`config.mk`:
```
export PLATFORM = sky130hd
export DESIGN_NAME = port_io_unit
export DESIGN_NICKNAME = d
export VERILOG_FILES = /design/src/verilog/port_io_pkg.sv /design/src/verilog/trig_if.sv /design/src/verilog/port_io_unit.sv /design/src/verilog/slow_tick.sv /design/src/verilog/trig_detect.sv
export SDC_FILE = /design/constraint.sdc
export NUM_CORES = 1
export LEC_CHECK = 0
export BUFFER_PORTS_ARGS = -buffer_cell sky130_fd_sc_hd__buf_2
export CAP_MARGIN = 40
export CORE_MARGIN = 5
export CORE_UTILIZATION = 40
export CTS_CLUSTER_DIAMETER = 200
export DETAILED_ROUTE_END_ITERATION = 8
export PLACE_DENSITY_LB_ADDON = 0.1
export SYNTH_ARGS = -nofsm -noshare
export SYNTH_HDL_FRONTEND = slang
export SYNTH_SLANG_ARGS = --single-unit
```
`constraint.sdc`:
```
create_clock -name i_clk -period 2.6 [get_ports i_clk]
set_input_delay 0.13 -clock i_clk [delete_from_list [all_inputs] [get_ports i_clk]]
set_output_delay 0.13 -clock i_clk [all_outputs]
set_load 0.05 [all_outputs]
```
`src/verilog/port_io_pkg.sv`:
```
// Constants, register map and address decode functions shared by the port I/O unit
package port_io_pkg;

  // ****************************************************************
  // Line layout
  // ****************************************************************
  localparam int          NUM_GPIO      = 12;
  localparam int          NUM_LINES     = 14;
  localparam int          CARRIER_BIT   = 13;
  localparam int          RESERVED_LINE = 9;
  localparam int          ADDR_W        = 8;

  // Lines that may raise a request: 13, 11, 10, 8..0
  localparam logic [13:0] INT_CAPABLE   = 14'h2DFF;
  // Lines sampled on the slow master clock: 13, 10, 9
  localparam logic [13:0] SLOW_SAMPLED  = 14'h2600;

  // ****************************************************************
  // Register offsets (byte addresses, one word each)
  // ****************************************************************
  localparam logic [7:0]  OFF_DIR       = 8'h00;
  localparam logic [7:0]  OFF_DATA      = 8'h04;
  localparam logic [7:0]  OFF_INT_STAT  = 8'h08;
  localparam logic [7:0]  OFF_INT_EN    = 8'h0C;
  localparam logic [7:0]  OFF_TRIG_EDGE = 8'h10;
  localparam logic [7:0]  OFF_TRIG_HIGH = 8'h14;

  // ****************************************************************
  // Reset values
  // ****************************************************************
  localparam logic [11:0] RST_DIR       = 12'h000;
  localparam logic [11:0] RST_DOUT      = 12'h000;
  localparam logic [13:0] RST_LINES     = 14'h0000;
  localparam logic [31:0] RST_WORD      = 32'h00000000;

  function automatic logic is_reg(input logic [7:0] addr, input logic [7:0] off);
    is_reg = (addr == off);
  endfunction : is_reg

  function automatic logic addr_mapped(input logic [7:0] addr);
    addr_mapped = is_reg(addr, OFF_DIR) | is_reg(addr, OFF_DATA)
                | is_reg(addr, OFF_INT_STAT) | is_reg(addr, OFF_INT_EN)
                | is_reg(addr, OFF_TRIG_EDGE) | is_reg(addr, OFF_TRIG_HIGH);
  endfunction : addr_mapped

endpackage : port_io_pkg

```
`src/verilog/trig_if.sv`:
```
// Carrier between the unit and its trigger detector
`timescale 1ns/1ps
interface trig_if;
  logic [13:0] level;
  logic [13:0] sample_en;
  logic [13:0] edge_mode;
  logic [13:0] high_pol;
  logic [13:0] hit;

  modport ctrl (output level, output sample_en, output edge_mode, output high_pol,
                input hit);
  modport det  (input level, input sample_en, input edge_mode, input high_pol,
                output hit);
endinterface : trig_if
```
`src/verilog/port_io_unit.sv`:
```
// Port I/O unit: twelve port lines, carrier-detect, triggers, APB registers
//
// Summary of operation
// - Twelve port lines, each input or output
// - Eleven lines plus carrier-detect raise requests
// - Trigger per line: edge, low or high
// - Lines 9,10,carrier on slow clock; rest fast
// - Carrier-detect read at data bit 13
// - Carrier-detect is input only
// - Reset makes every line an input
//
// Chosen here: register access over APB and the register addresses.
`timescale 1ns/1ps
module port_io_unit (
  input  wire logic                          i_clk,
  input  wire logic                          i_sys_rst,
  input  wire logic [port_io_pkg::ADDR_W-1:0] i_paddr,
  input  wire logic                          i_psel,
  input  wire logic                          i_penable,
  input  wire logic                          i_pwrite,
  input  wire logic [31:0]                   i_pwdata,
  output logic      [31:0]                   o_prdata,
  output logic                               o_pready,
  output logic                               o_pslverr,
  input  wire logic [port_io_pkg::NUM_GPIO-1:0] i_gpio_in,
  output logic      [port_io_pkg::NUM_GPIO-1:0] o_gpio_out,
  output logic      [port_io_pkg::NUM_GPIO-1:0] o_gpio_oe,
  input  wire logic                          i_carrier_detect,
  input  wire logic                          i_low_freq_master_clock,
  output logic                               o_irq
);
  import port_io_pkg::*;

  // ****************************************************************
  // State
  // ****************************************************************
  typedef struct packed {
    logic [11:0] dir;
    logic [11:0] dout;
    logic [13:0] ist;
    logic [13:0] ien;
    logic [13:0] trig_edge;
    logic [13:0] trig_high;
    logic        pready;
    logic        pslverr;
    logic [31:0] prdata;
    logic        irq;
  } unit_state_s;

  localparam unit_state_s RESET_STATE = '{
    dir:       RST_DIR,
    dout:      RST_DOUT,
    ist:       RST_LINES,
    ien:       RST_LINES,
    trig_edge: RST_LINES,
    trig_high: RST_LINES,
    pready:    1'b0,
    pslverr:   1'b0,
    prdata:    RST_WORD,
    irq:       1'b0
  };

  unit_state_s st;
  unit_state_s next_st;
  logic        slow_tick_q;
  logic [13:0] pin_level;

  trig_if trig ();

  // ****************************************************************
  // Submodules
  // ****************************************************************
  slow_tick u_slow_tick (
    .i_clk                   (i_clk),
    .i_sys_rst               (i_sys_rst),
    .i_low_freq_master_clock (i_low_freq_master_clock),
    .o_tick                  (slow_tick_q)
  );

  trig_detect u_trig_detect (
    .i_clk     (i_clk),
    .i_sys_rst (i_sys_rst),
    .trig      (trig)
  );

  // Output lines read back their driven value, inputs their pin
  assign pin_level = {i_carrier_detect, 1'b0,
                      (st.dir & st.dout) | (~st.dir & i_gpio_in)};
  assign trig.level     = pin_level;
  assign trig.sample_en = (SLOW_SAMPLED & {14{slow_tick_q}}) | ~SLOW_SAMPLED;
  assign trig.edge_mode = st.trig_edge;
  assign trig.high_pol  = st.trig_high;

  // ****************************************************************
  // Register access and interrupt status
  // ****************************************************************
  always_comb
  begin
    logic        commit;
    logic [13:0] clear;
    logic [13:0] set;
    logic [31:0] rdata;
    next_st = st;
    commit  = i_psel & i_penable & st.pready & i_pwrite;
    clear   = 14'h0000;
    set     = 14'h0000;
    rdata   = RST_WORD;

    // One wait state: ready is raised in the second access cycle
    next_st.pready  = i_psel & i_penable & ~st.pready;
    next_st.pslverr = i_psel & i_penable & ~st.pready & ~addr_mapped(i_paddr);

    if (is_reg(i_paddr, OFF_DIR))
      rdata = {20'h00000, st.dir};
    else if (is_reg(i_paddr, OFF_DATA))
      rdata = {18'h00000, pin_level};
    else if (is_reg(i_paddr, OFF_INT_STAT))
      rdata = {18'h00000, st.ist};
    else if (is_reg(i_paddr, OFF_INT_EN))
      rdata = {18'h00000, st.ien};
    else if (is_reg(i_paddr, OFF_TRIG_EDGE))
      rdata = {18'h00000, st.trig_edge};
    else if (is_reg(i_paddr, OFF_TRIG_HIGH))
      rdata = {18'h00000, st.trig_high};
    next_st.prdata = next_st.pready ? rdata : st.prdata;

    if (commit)
    begin
      if (is_reg(i_paddr, OFF_DIR))
        next_st.dir = i_pwdata[11:0];
      if (is_reg(i_paddr, OFF_DATA))
        next_st.dout = i_pwdata[11:0];
      if (is_reg(i_paddr, OFF_INT_STAT))
        clear = i_pwdata[13:0];
      // Bit 13 has no drive bits anywhere; bit 9 and 12 never enable
      if (is_reg(i_paddr, OFF_INT_EN))
        next_st.ien = i_pwdata[13:0] & INT_CAPABLE;
      if (is_reg(i_paddr, OFF_TRIG_EDGE))
        next_st.trig_edge = i_pwdata[13:0] & INT_CAPABLE;
      if (is_reg(i_paddr, OFF_TRIG_HIGH))
        next_st.trig_high = i_pwdata[13:0] & INT_CAPABLE;
    end

    // Set wins over a clear in the same cycle, so no event is lost
    set         = trig.hit & st.ien & INT_CAPABLE;
    next_st.ist = (st.ist & ~clear) | set;
    next_st.irq = |next_st.ist;
  end

  always_ff @(posedge i_clk)
  begin
    if (i_sys_rst)
      st <= RESET_STATE;
    else
      st <= next_st;
  end

  // ****************************************************************
  // Outputs
  // ****************************************************************
  assign o_prdata   = st.prdata;
  assign o_pready   = st.pready;
  assign o_pslverr  = st.pslverr;
  // Only twelve drive bits exist; carrier-detect has none
  assign o_gpio_oe  = st.dir;
  assign o_gpio_out = st.dout;
  assign o_irq      = st.irq;

  // ****************************************************************
  // Checks
  // ****************************************************************
  property p_reset_inputs;
    @(posedge i_clk)
    i_sys_rst |=> (o_gpio_oe == 12'h000);
  endproperty
  a_reset_inputs: assert property (p_reset_inputs) else $error("line driven after reset");

  property p_dir_write;
    @(posedge i_clk) disable iff (i_sys_rst)
    (i_psel && i_penable && o_pready && i_pwrite && i_paddr == OFF_DIR)
      |=> (o_gpio_oe == $past(i_pwdata[11:0]));
  endproperty
  a_dir_write: assert property (p_dir_write) else $error("direction not taken");

  property p_carrier_read;
    @(posedge i_clk) disable iff (i_sys_rst)
    (i_psel && i_penable && !o_pready && !i_pwrite && i_paddr == OFF_DATA)
      |=> (o_pready && o_prdata[13] == $past(i_carrier_detect) && o_prdata[12] == 1'b0);
  endproperty
  a_carrier_read: assert property (p_carrier_read) else $error("carrier bit wrong");

  property p_reserved_quiet;
    @(posedge i_clk) disable iff (i_sys_rst)
    !st.ist[RESERVED_LINE] && !st.ist[12];
  endproperty
  a_reserved_quiet: assert property (p_reserved_quiet) else $error("reserved line flagged");

  property p_set_from_hit;
    @(posedge i_clk) disable iff (i_sys_rst)
    (trig.hit[0] && st.ien[0]) |=> (st.ist[0] && o_irq);
  endproperty
  a_set_from_hit: assert property (p_set_from_hit) else $error("status not latched");

  property p_sticky;
    @(posedge i_clk) disable iff (i_sys_rst)
    (st.ist[3] && !(i_psel && i_penable && o_pready && i_pwrite
                     && i_paddr == OFF_INT_STAT && i_pwdata[3])) |=> st.ist[3];
  endproperty
  a_sticky: assert property (p_sticky) else $error("status lost");

  property p_irq_level;
    @(posedge i_clk) disable iff (i_sys_rst)
    o_irq == (st.ist != 14'h0000);
  endproperty
  a_irq_level: assert property (p_irq_level) else $error("request mismatch");

  property p_slow_gate;
    @(posedge i_clk) disable iff (i_sys_rst)
    !slow_tick_q |=> !trig.hit[10] && !trig.hit[CARRIER_BIT];
  endproperty
  a_slow_gate: assert property (p_slow_gate) else $error("slow line off tick");

  property p_ready_one;
    @(posedge i_clk) disable iff (i_sys_rst)
    o_pready |=> !o_pready;
  endproperty
  a_ready_one: assert property (p_ready_one) else $error("ready stuck");

  // ****************************************************************
  // Register and trigger checks
  // ****************************************************************
  property p_data_write;
    @(posedge i_clk) disable iff (i_sys_rst)
    (i_psel && i_penable && o_pready && i_pwrite && i_paddr == OFF_DATA)
      |=> (o_gpio_out == $past(i_pwdata[11:0]));
  endproperty
  a_data_write: assert property (p_data_write) else $error("output latch not taken");

  property p_unmapped_ignored;
    @(posedge i_clk) disable iff (i_sys_rst)
    (i_psel && i_penable && o_pready && i_pwrite && !addr_mapped(i_paddr))
      |=> ($stable(o_gpio_oe) && $stable(o_gpio_out));
  endproperty
  a_unmapped_ignored: assert property (p_unmapped_ignored) else $error("stray write");

  property p_ien_mask;
    @(posedge i_clk) disable iff (i_sys_rst)
    (st.ien & ~INT_CAPABLE) == 14'h0000;
  endproperty
  a_ien_mask: assert property (p_ien_mask) else $error("enable on dead line");

  property p_reserved_off;
    @(posedge i_clk) disable iff (i_sys_rst)
    !st.ien[RESERVED_LINE] && !st.ien[12];
  endproperty
  a_reserved_off: assert property (p_reserved_off) else $error("reserved enabled");

  property p_trig_mask;
    @(posedge i_clk) disable iff (i_sys_rst)
    ((st.trig_edge | st.trig_high) & ~INT_CAPABLE) == 14'h0000;
  endproperty
  a_trig_mask: assert property (p_trig_mask) else $error("trigger on dead line");

  property p_low_level_hit;
    @(posedge i_clk) disable iff (i_sys_rst)
    (!st.trig_edge[0] && !st.trig_high[0] && !pin_level[0]) |=> trig.hit[0];
  endproperty
  a_low_level_hit: assert property (p_low_level_hit) else $error("low level missed");

  property p_high_level_hit;
    @(posedge i_clk) disable iff (i_sys_rst)
    (!st.trig_edge[11] && st.trig_high[11] && pin_level[11]) |=> trig.hit[11];
  endproperty
  a_high_level_hit: assert property (p_high_level_hit) else $error("high level missed");

  property p_fast_sample;
    @(posedge i_clk) disable iff (i_sys_rst)
    (trig.sample_en[8:0] == 9'h1FF) && trig.sample_en[11];
  endproperty
  a_fast_sample: assert property (p_fast_sample) else $error("fast line gated");

  property p_upper_zero;
    @(posedge i_clk) disable iff (i_sys_rst)
    o_pready |-> (o_prdata[31:14] == 18'h00000);
  endproperty
  a_upper_zero: assert property (p_upper_zero) else $error("upper read bits set");

  // A clear loses against a new event on the same line
  property p_clear_works;
    @(posedge i_clk) disable iff (i_sys_rst)
    (i_psel && i_penable && o_pready && i_pwrite && i_paddr == OFF_INT_STAT
     && i_pwdata[3] && !(trig.hit[3] && st.ien[3])) |=> !st.ist[3];
  endproperty
  a_clear_works: assert property (p_clear_works) else $error("status not cleared");

  property p_disabled_no_set;
    @(posedge i_clk) disable iff (i_sys_rst)
    (!st.ist[0] && !st.ien[0]) |=> !st.ist[0];
  endproperty
  a_disabled_no_set: assert property (p_disabled_no_set) else $error("masked line set");

  property p_reset_quiet;
    @(posedge i_clk)
    i_sys_rst |=> (!o_irq && st.ist == 14'h0000);
  endproperty
  a_reset_quiet: assert property (p_reset_quiet) else $error("request after reset");

endmodule : port_io_unit

```
`src/verilog/slow_tick.sv`:
```
// Sample pulse from the rising edge of the low-frequency master clock
`timescale 1ns/1ps
module slow_tick (
  input  wire logic i_clk,
  input  wire logic i_sys_rst,
  input  wire logic i_low_freq_master_clock,
  output logic      o_tick
);
  typedef struct packed {
    logic slow_q;
    logic tick;
  } tick_state_s;

  tick_state_s st;
  tick_state_s next_st;

  always_comb
  begin
    next_st        = st;
    next_st.slow_q = i_low_freq_master_clock;
    next_st.tick   = i_low_freq_master_clock & ~st.slow_q;
  end

  always_ff @(posedge i_clk)
  begin
    if (i_sys_rst)
      st <= '0;
    else
      st <= next_st;
  end

  assign o_tick = st.tick;

  property p_tick_on_rise;
    @(posedge i_clk) disable iff (i_sys_rst)
    (i_low_freq_master_clock && !st.slow_q) |=> o_tick;
  endproperty
  a_tick_on_rise: assert property (p_tick_on_rise) else $error("slow tick missed");
endmodule : slow_tick

```
`src/verilog/trig_detect.sv`:
```
// Per-line trigger detector: edge or level, chosen polarity
`timescale 1ns/1ps
module trig_detect (
  input  wire logic i_clk,
  input  wire logic i_sys_rst,
  trig_if.det       trig
);
  import port_io_pkg::*;

  typedef struct packed {
    logic [13:0] prev;
    logic [13:0] hit;
  } det_state_s;

  det_state_s st;
  det_state_s next_st;

  always_comb
  begin
    logic [13:0] rise;
    logic [13:0] fall;
    logic [13:0] cond;
    rise    = trig.level & ~st.prev;
    fall    = ~trig.level & st.prev;
    next_st = st;
    // High polarity: rising edge or high level; low: falling edge or low level
    cond    = (trig.edge_mode & ((trig.high_pol & rise) | (~trig.high_pol & fall)))
            | (~trig.edge_mode & ((trig.high_pol & trig.level)
                                 | (~trig.high_pol & ~trig.level)));
    // Lines only look at their input on their own sample clock
    next_st.hit  = cond & trig.sample_en;
    next_st.prev = (trig.level & trig.sample_en) | (st.prev & ~trig.sample_en);
  end

  always_ff @(posedge i_clk)
  begin
    if (i_sys_rst)
      st <= '0;
    else
      st <= next_st;
  end

  assign trig.hit = st.hit;

  property p_no_hit_unsampled;
    @(posedge i_clk) disable iff (i_sys_rst)
    ##1 (trig.hit & ~$past(trig.sample_en)) == 14'h0000;
  endproperty
  a_no_hit_unsampled: assert property (p_no_hit_unsampled) else $error("hit off tick");

  property p_rise_hit;
    @(posedge i_clk) disable iff (i_sys_rst)
    (trig.sample_en[3] && trig.edge_mode[3] && trig.high_pol[3]
     && trig.level[3] && !st.prev[3]) |=> trig.hit[3];
  endproperty
  a_rise_hit: assert property (p_rise_hit) else $error("rising edge not seen");
endmodule : trig_detect

```
==> out/results.ini <==
[logic_synthesis]
synth-seq-area-share_pct=41.1
synth_most_common_cell=dfxtp_1
synthTopCellsByArea=dfxtp_1 (41%), mux2i_1 (12%), buf_4 (8.2%), nor2_1 (6.0%), nand2_1 (3.4%)
avgSynthCellArea_um2=8.94
ys_types=45
synth_seq_cells=117
syn_inst=637
yosysTopAreaCell=dfxtp_1
ys_warn_count=0
synth_edf_count=0
yosysTopAreaCellShare_pct=41.1
yosys-top-cells-count=dfxtp_1 (117), nor2_1 (91), mux2i_1 (71)
ys_async_sr_fraction_pct=0
synthesis.area_mm2=0.00569
synth_top_flop_cell=dfxtp_1

[clock_network]
cts.root.buffer_cell=clkbuf_16
cts_buffers=17
path_clk_slew_ps=60
post_cts_buffers=0
ctsResizeCount=0
cts.path.max_buffers=2
hold_buffers=2
cts_tree=yes
cts_max_level=4
cts.sinks=117
clock_latency_ps=410

[floorplan]
die-area_mm2=0.0167
ios=118
die_x_um=129
initial_core_util_pct=40.9
row_count=43
die_height_um=129
core_area_mm2=0.0139

[sta]
fin_crit_sh_pct=73.0
worst_pin_slew_ps=803
fin_setup_tns_ps=0
report.final.hold_viol_count=0
slew_viol_final=0
slew_headroom_pct=46.5
hold_ws_ps=30.1
skew_ps=8.78
fmax_ghz=0.527
rsz0062_at_grt=false
period_minus_slack_ps=1900
setup_viol=0

[setup_path]
worst-setup-path-type=reg -> reg
path_max_fanout=15
crit_path_start_kind=flip-flop
reg2regPathDepth=6
r2r_start=o_pready
rrSetupSlack_ps=700
cp-end-kind=flip-flop
crit_required_ps=2850
arrival_ps=2150
r2r-end=o_irq

[routing]
met1_length_um=7460
drc_errors=0
vias=4694
met3_length_um=1160
dr.pass1.iters=5
wire_per_inst_um=18.5
routed_wl_um=16300
wl_met2_um=7410
drtAntennaViolNets=0
vias_per_cell=5.33
drt_iter0_drc=330
dr.max_layer_used=met4

[global_routing]
grt_pass1_vias=4506
grt_pass1_wl_um=25400
antenna_found_initial=0
grt_max_degree=74
grt_overflow=0
grt_use_total_pct=20.0

[status]
status=completed

[power_and_ir_drop]
static-leakage-power_nw=2.52
powerDensity_mw_per_mm2=657
vdd_drop_max_uv=374

[placement]
io_buffer_count=81
gp_congestion=0.828
hpwl_um=10800
dpl-instance-area_mm2=0.00602
dp_cells=849

[min_path]
hp-start=i_gpio_in[4]
holdPathStages=3
worstHoldPathType=in -> reg
min_to=u_trig_detect.st[18]

[finish]
drive_gt1_share_pct=21.8
layoutNonFillerInstCount=881
area_growth_pct=16.1
diodes=0
nets=749
design_area_mm2=0.00661

[run]
drv_cap=0

routing by layer:
layer	track usage [%]	vias up
li1	-	2270
met1	27.8	2237
met2	30.5	163
met3	4.20	24
met4	7.78	0
met5	0	-
sequential cells by signal, indices dropped and copies added, names as in the netlist, 10 cells and up, named ones only:
name and count:
trig.high_pol 12, trig.edge_mode 12, o_prdata 14, o_gpio_oe 12, u_trig_detect.st 10, st 26, o_gpio_out 12, u_trig_detect.trig.hit 12
cell usage in the layout, fill, tap and decap left out, types with 2 or more instances in the layout:
master         Yosys  final
nand2b_1           2      2
or4_1              2      2
a211oi_1          12     12
nand4_1            3      3
o41ai_2            7      7
nor2_1            91     91
mux2i_1           71     71
a31oi_1            9      9
a221oi_1           3      3
buf_2              7     80
xnor2_1           11     11
clkbuf_1          25      3
a22oi_1           25     25
o2bb2ai_1         11     11
nand2_1           51     51
clkbuf_16          0     17
or4b_1             3      3
nor3_2             4      4
dlygate4sd3_1      0      2
or3_1              2      2
dfxtp_1          117    117
inv_1             11     11
o22ai_1            3      3
nor2b_1            8      8
clkbuf_8           0      7
nor3_1             3      3
o21ai_1            3      3
buf_4             62     30
clkinv_2           0      2
nand3b_1          13     13
a21oi_1           26     26
o21ai_0           31     31
conb_1             1     18
a41oi_1            4      4
kinds of logic after synthesis:
group | after synthesis | share of synthesized area, %
AOI/OAI and AO/OA | 141 | 17.6
xor gates and xnor gates | 12 | 1.85
buffers and inverters | 107 | 11.4
DFF | 117 | 41.1
muxes | 71 | 12.5
other | 1 | 0.0659
and+or+nand+nor | 188 | 15.4
critical path, cell delays in order, from the launching register on:
cell and delay [ps]:
dfxtp_1 330, nand4_1 80, buf_4 230, o41ai_2 420, nand4_1 200, nor4_1 330, a41oi_1 140
report_power, final:
| group | leakage (nW) | switching, mW | total, mW | internal, mW |
|---|---|---|---|---|
| clock | 0.285 | 0.767 | 2.24 | 1.48 |
| sequential | 0.949 | 0.0105 | 1.83 | 1.82 |
| combinational | 1.28 | 0.200 | 0.269 | 0.0691 |
| total | 2.52 | 0.978 | 4.34 | 3.36 |
area by class of cell:
type                       count  area (um2)
timing repair buffer         112         646
sequential                   117        2340
clock inverter                 3        40.0
tap                          180         225
multi-input combinational    430        2780
fill                        1353        7320
clock buffer                  27         533
inverter                      12        45.0
how the worst max path moves through the flow:
stage,from,to,depth (start not counted)
global placement,i_paddr[2],o_irq,7
global route,o_pready,o_irq,6
finish,o_pready,o_irq,6
CTS,o_pready,o_irq,6
floorplan,o_pready,o_irq,6
detailed placement,i_paddr[2],o_irq,7
through the flow:
| step | util, % | power, mW | setup slack (ps) |
|---|---|---|---|
| final | 47.4 | 4.34 | 701 |
| after global routing | 47.4 | 4.51 | 506 |
| after CTS | 47.4 | 4.39 | 683 |
| after detailed placement | 43.2 | 2.13 | 360 |
| after global placement | 43.2 | 2.13 | 365 |
| after floorplan | - | 2.05 | 316 |
No activity file was read; power rests on OpenSTA's default activity.
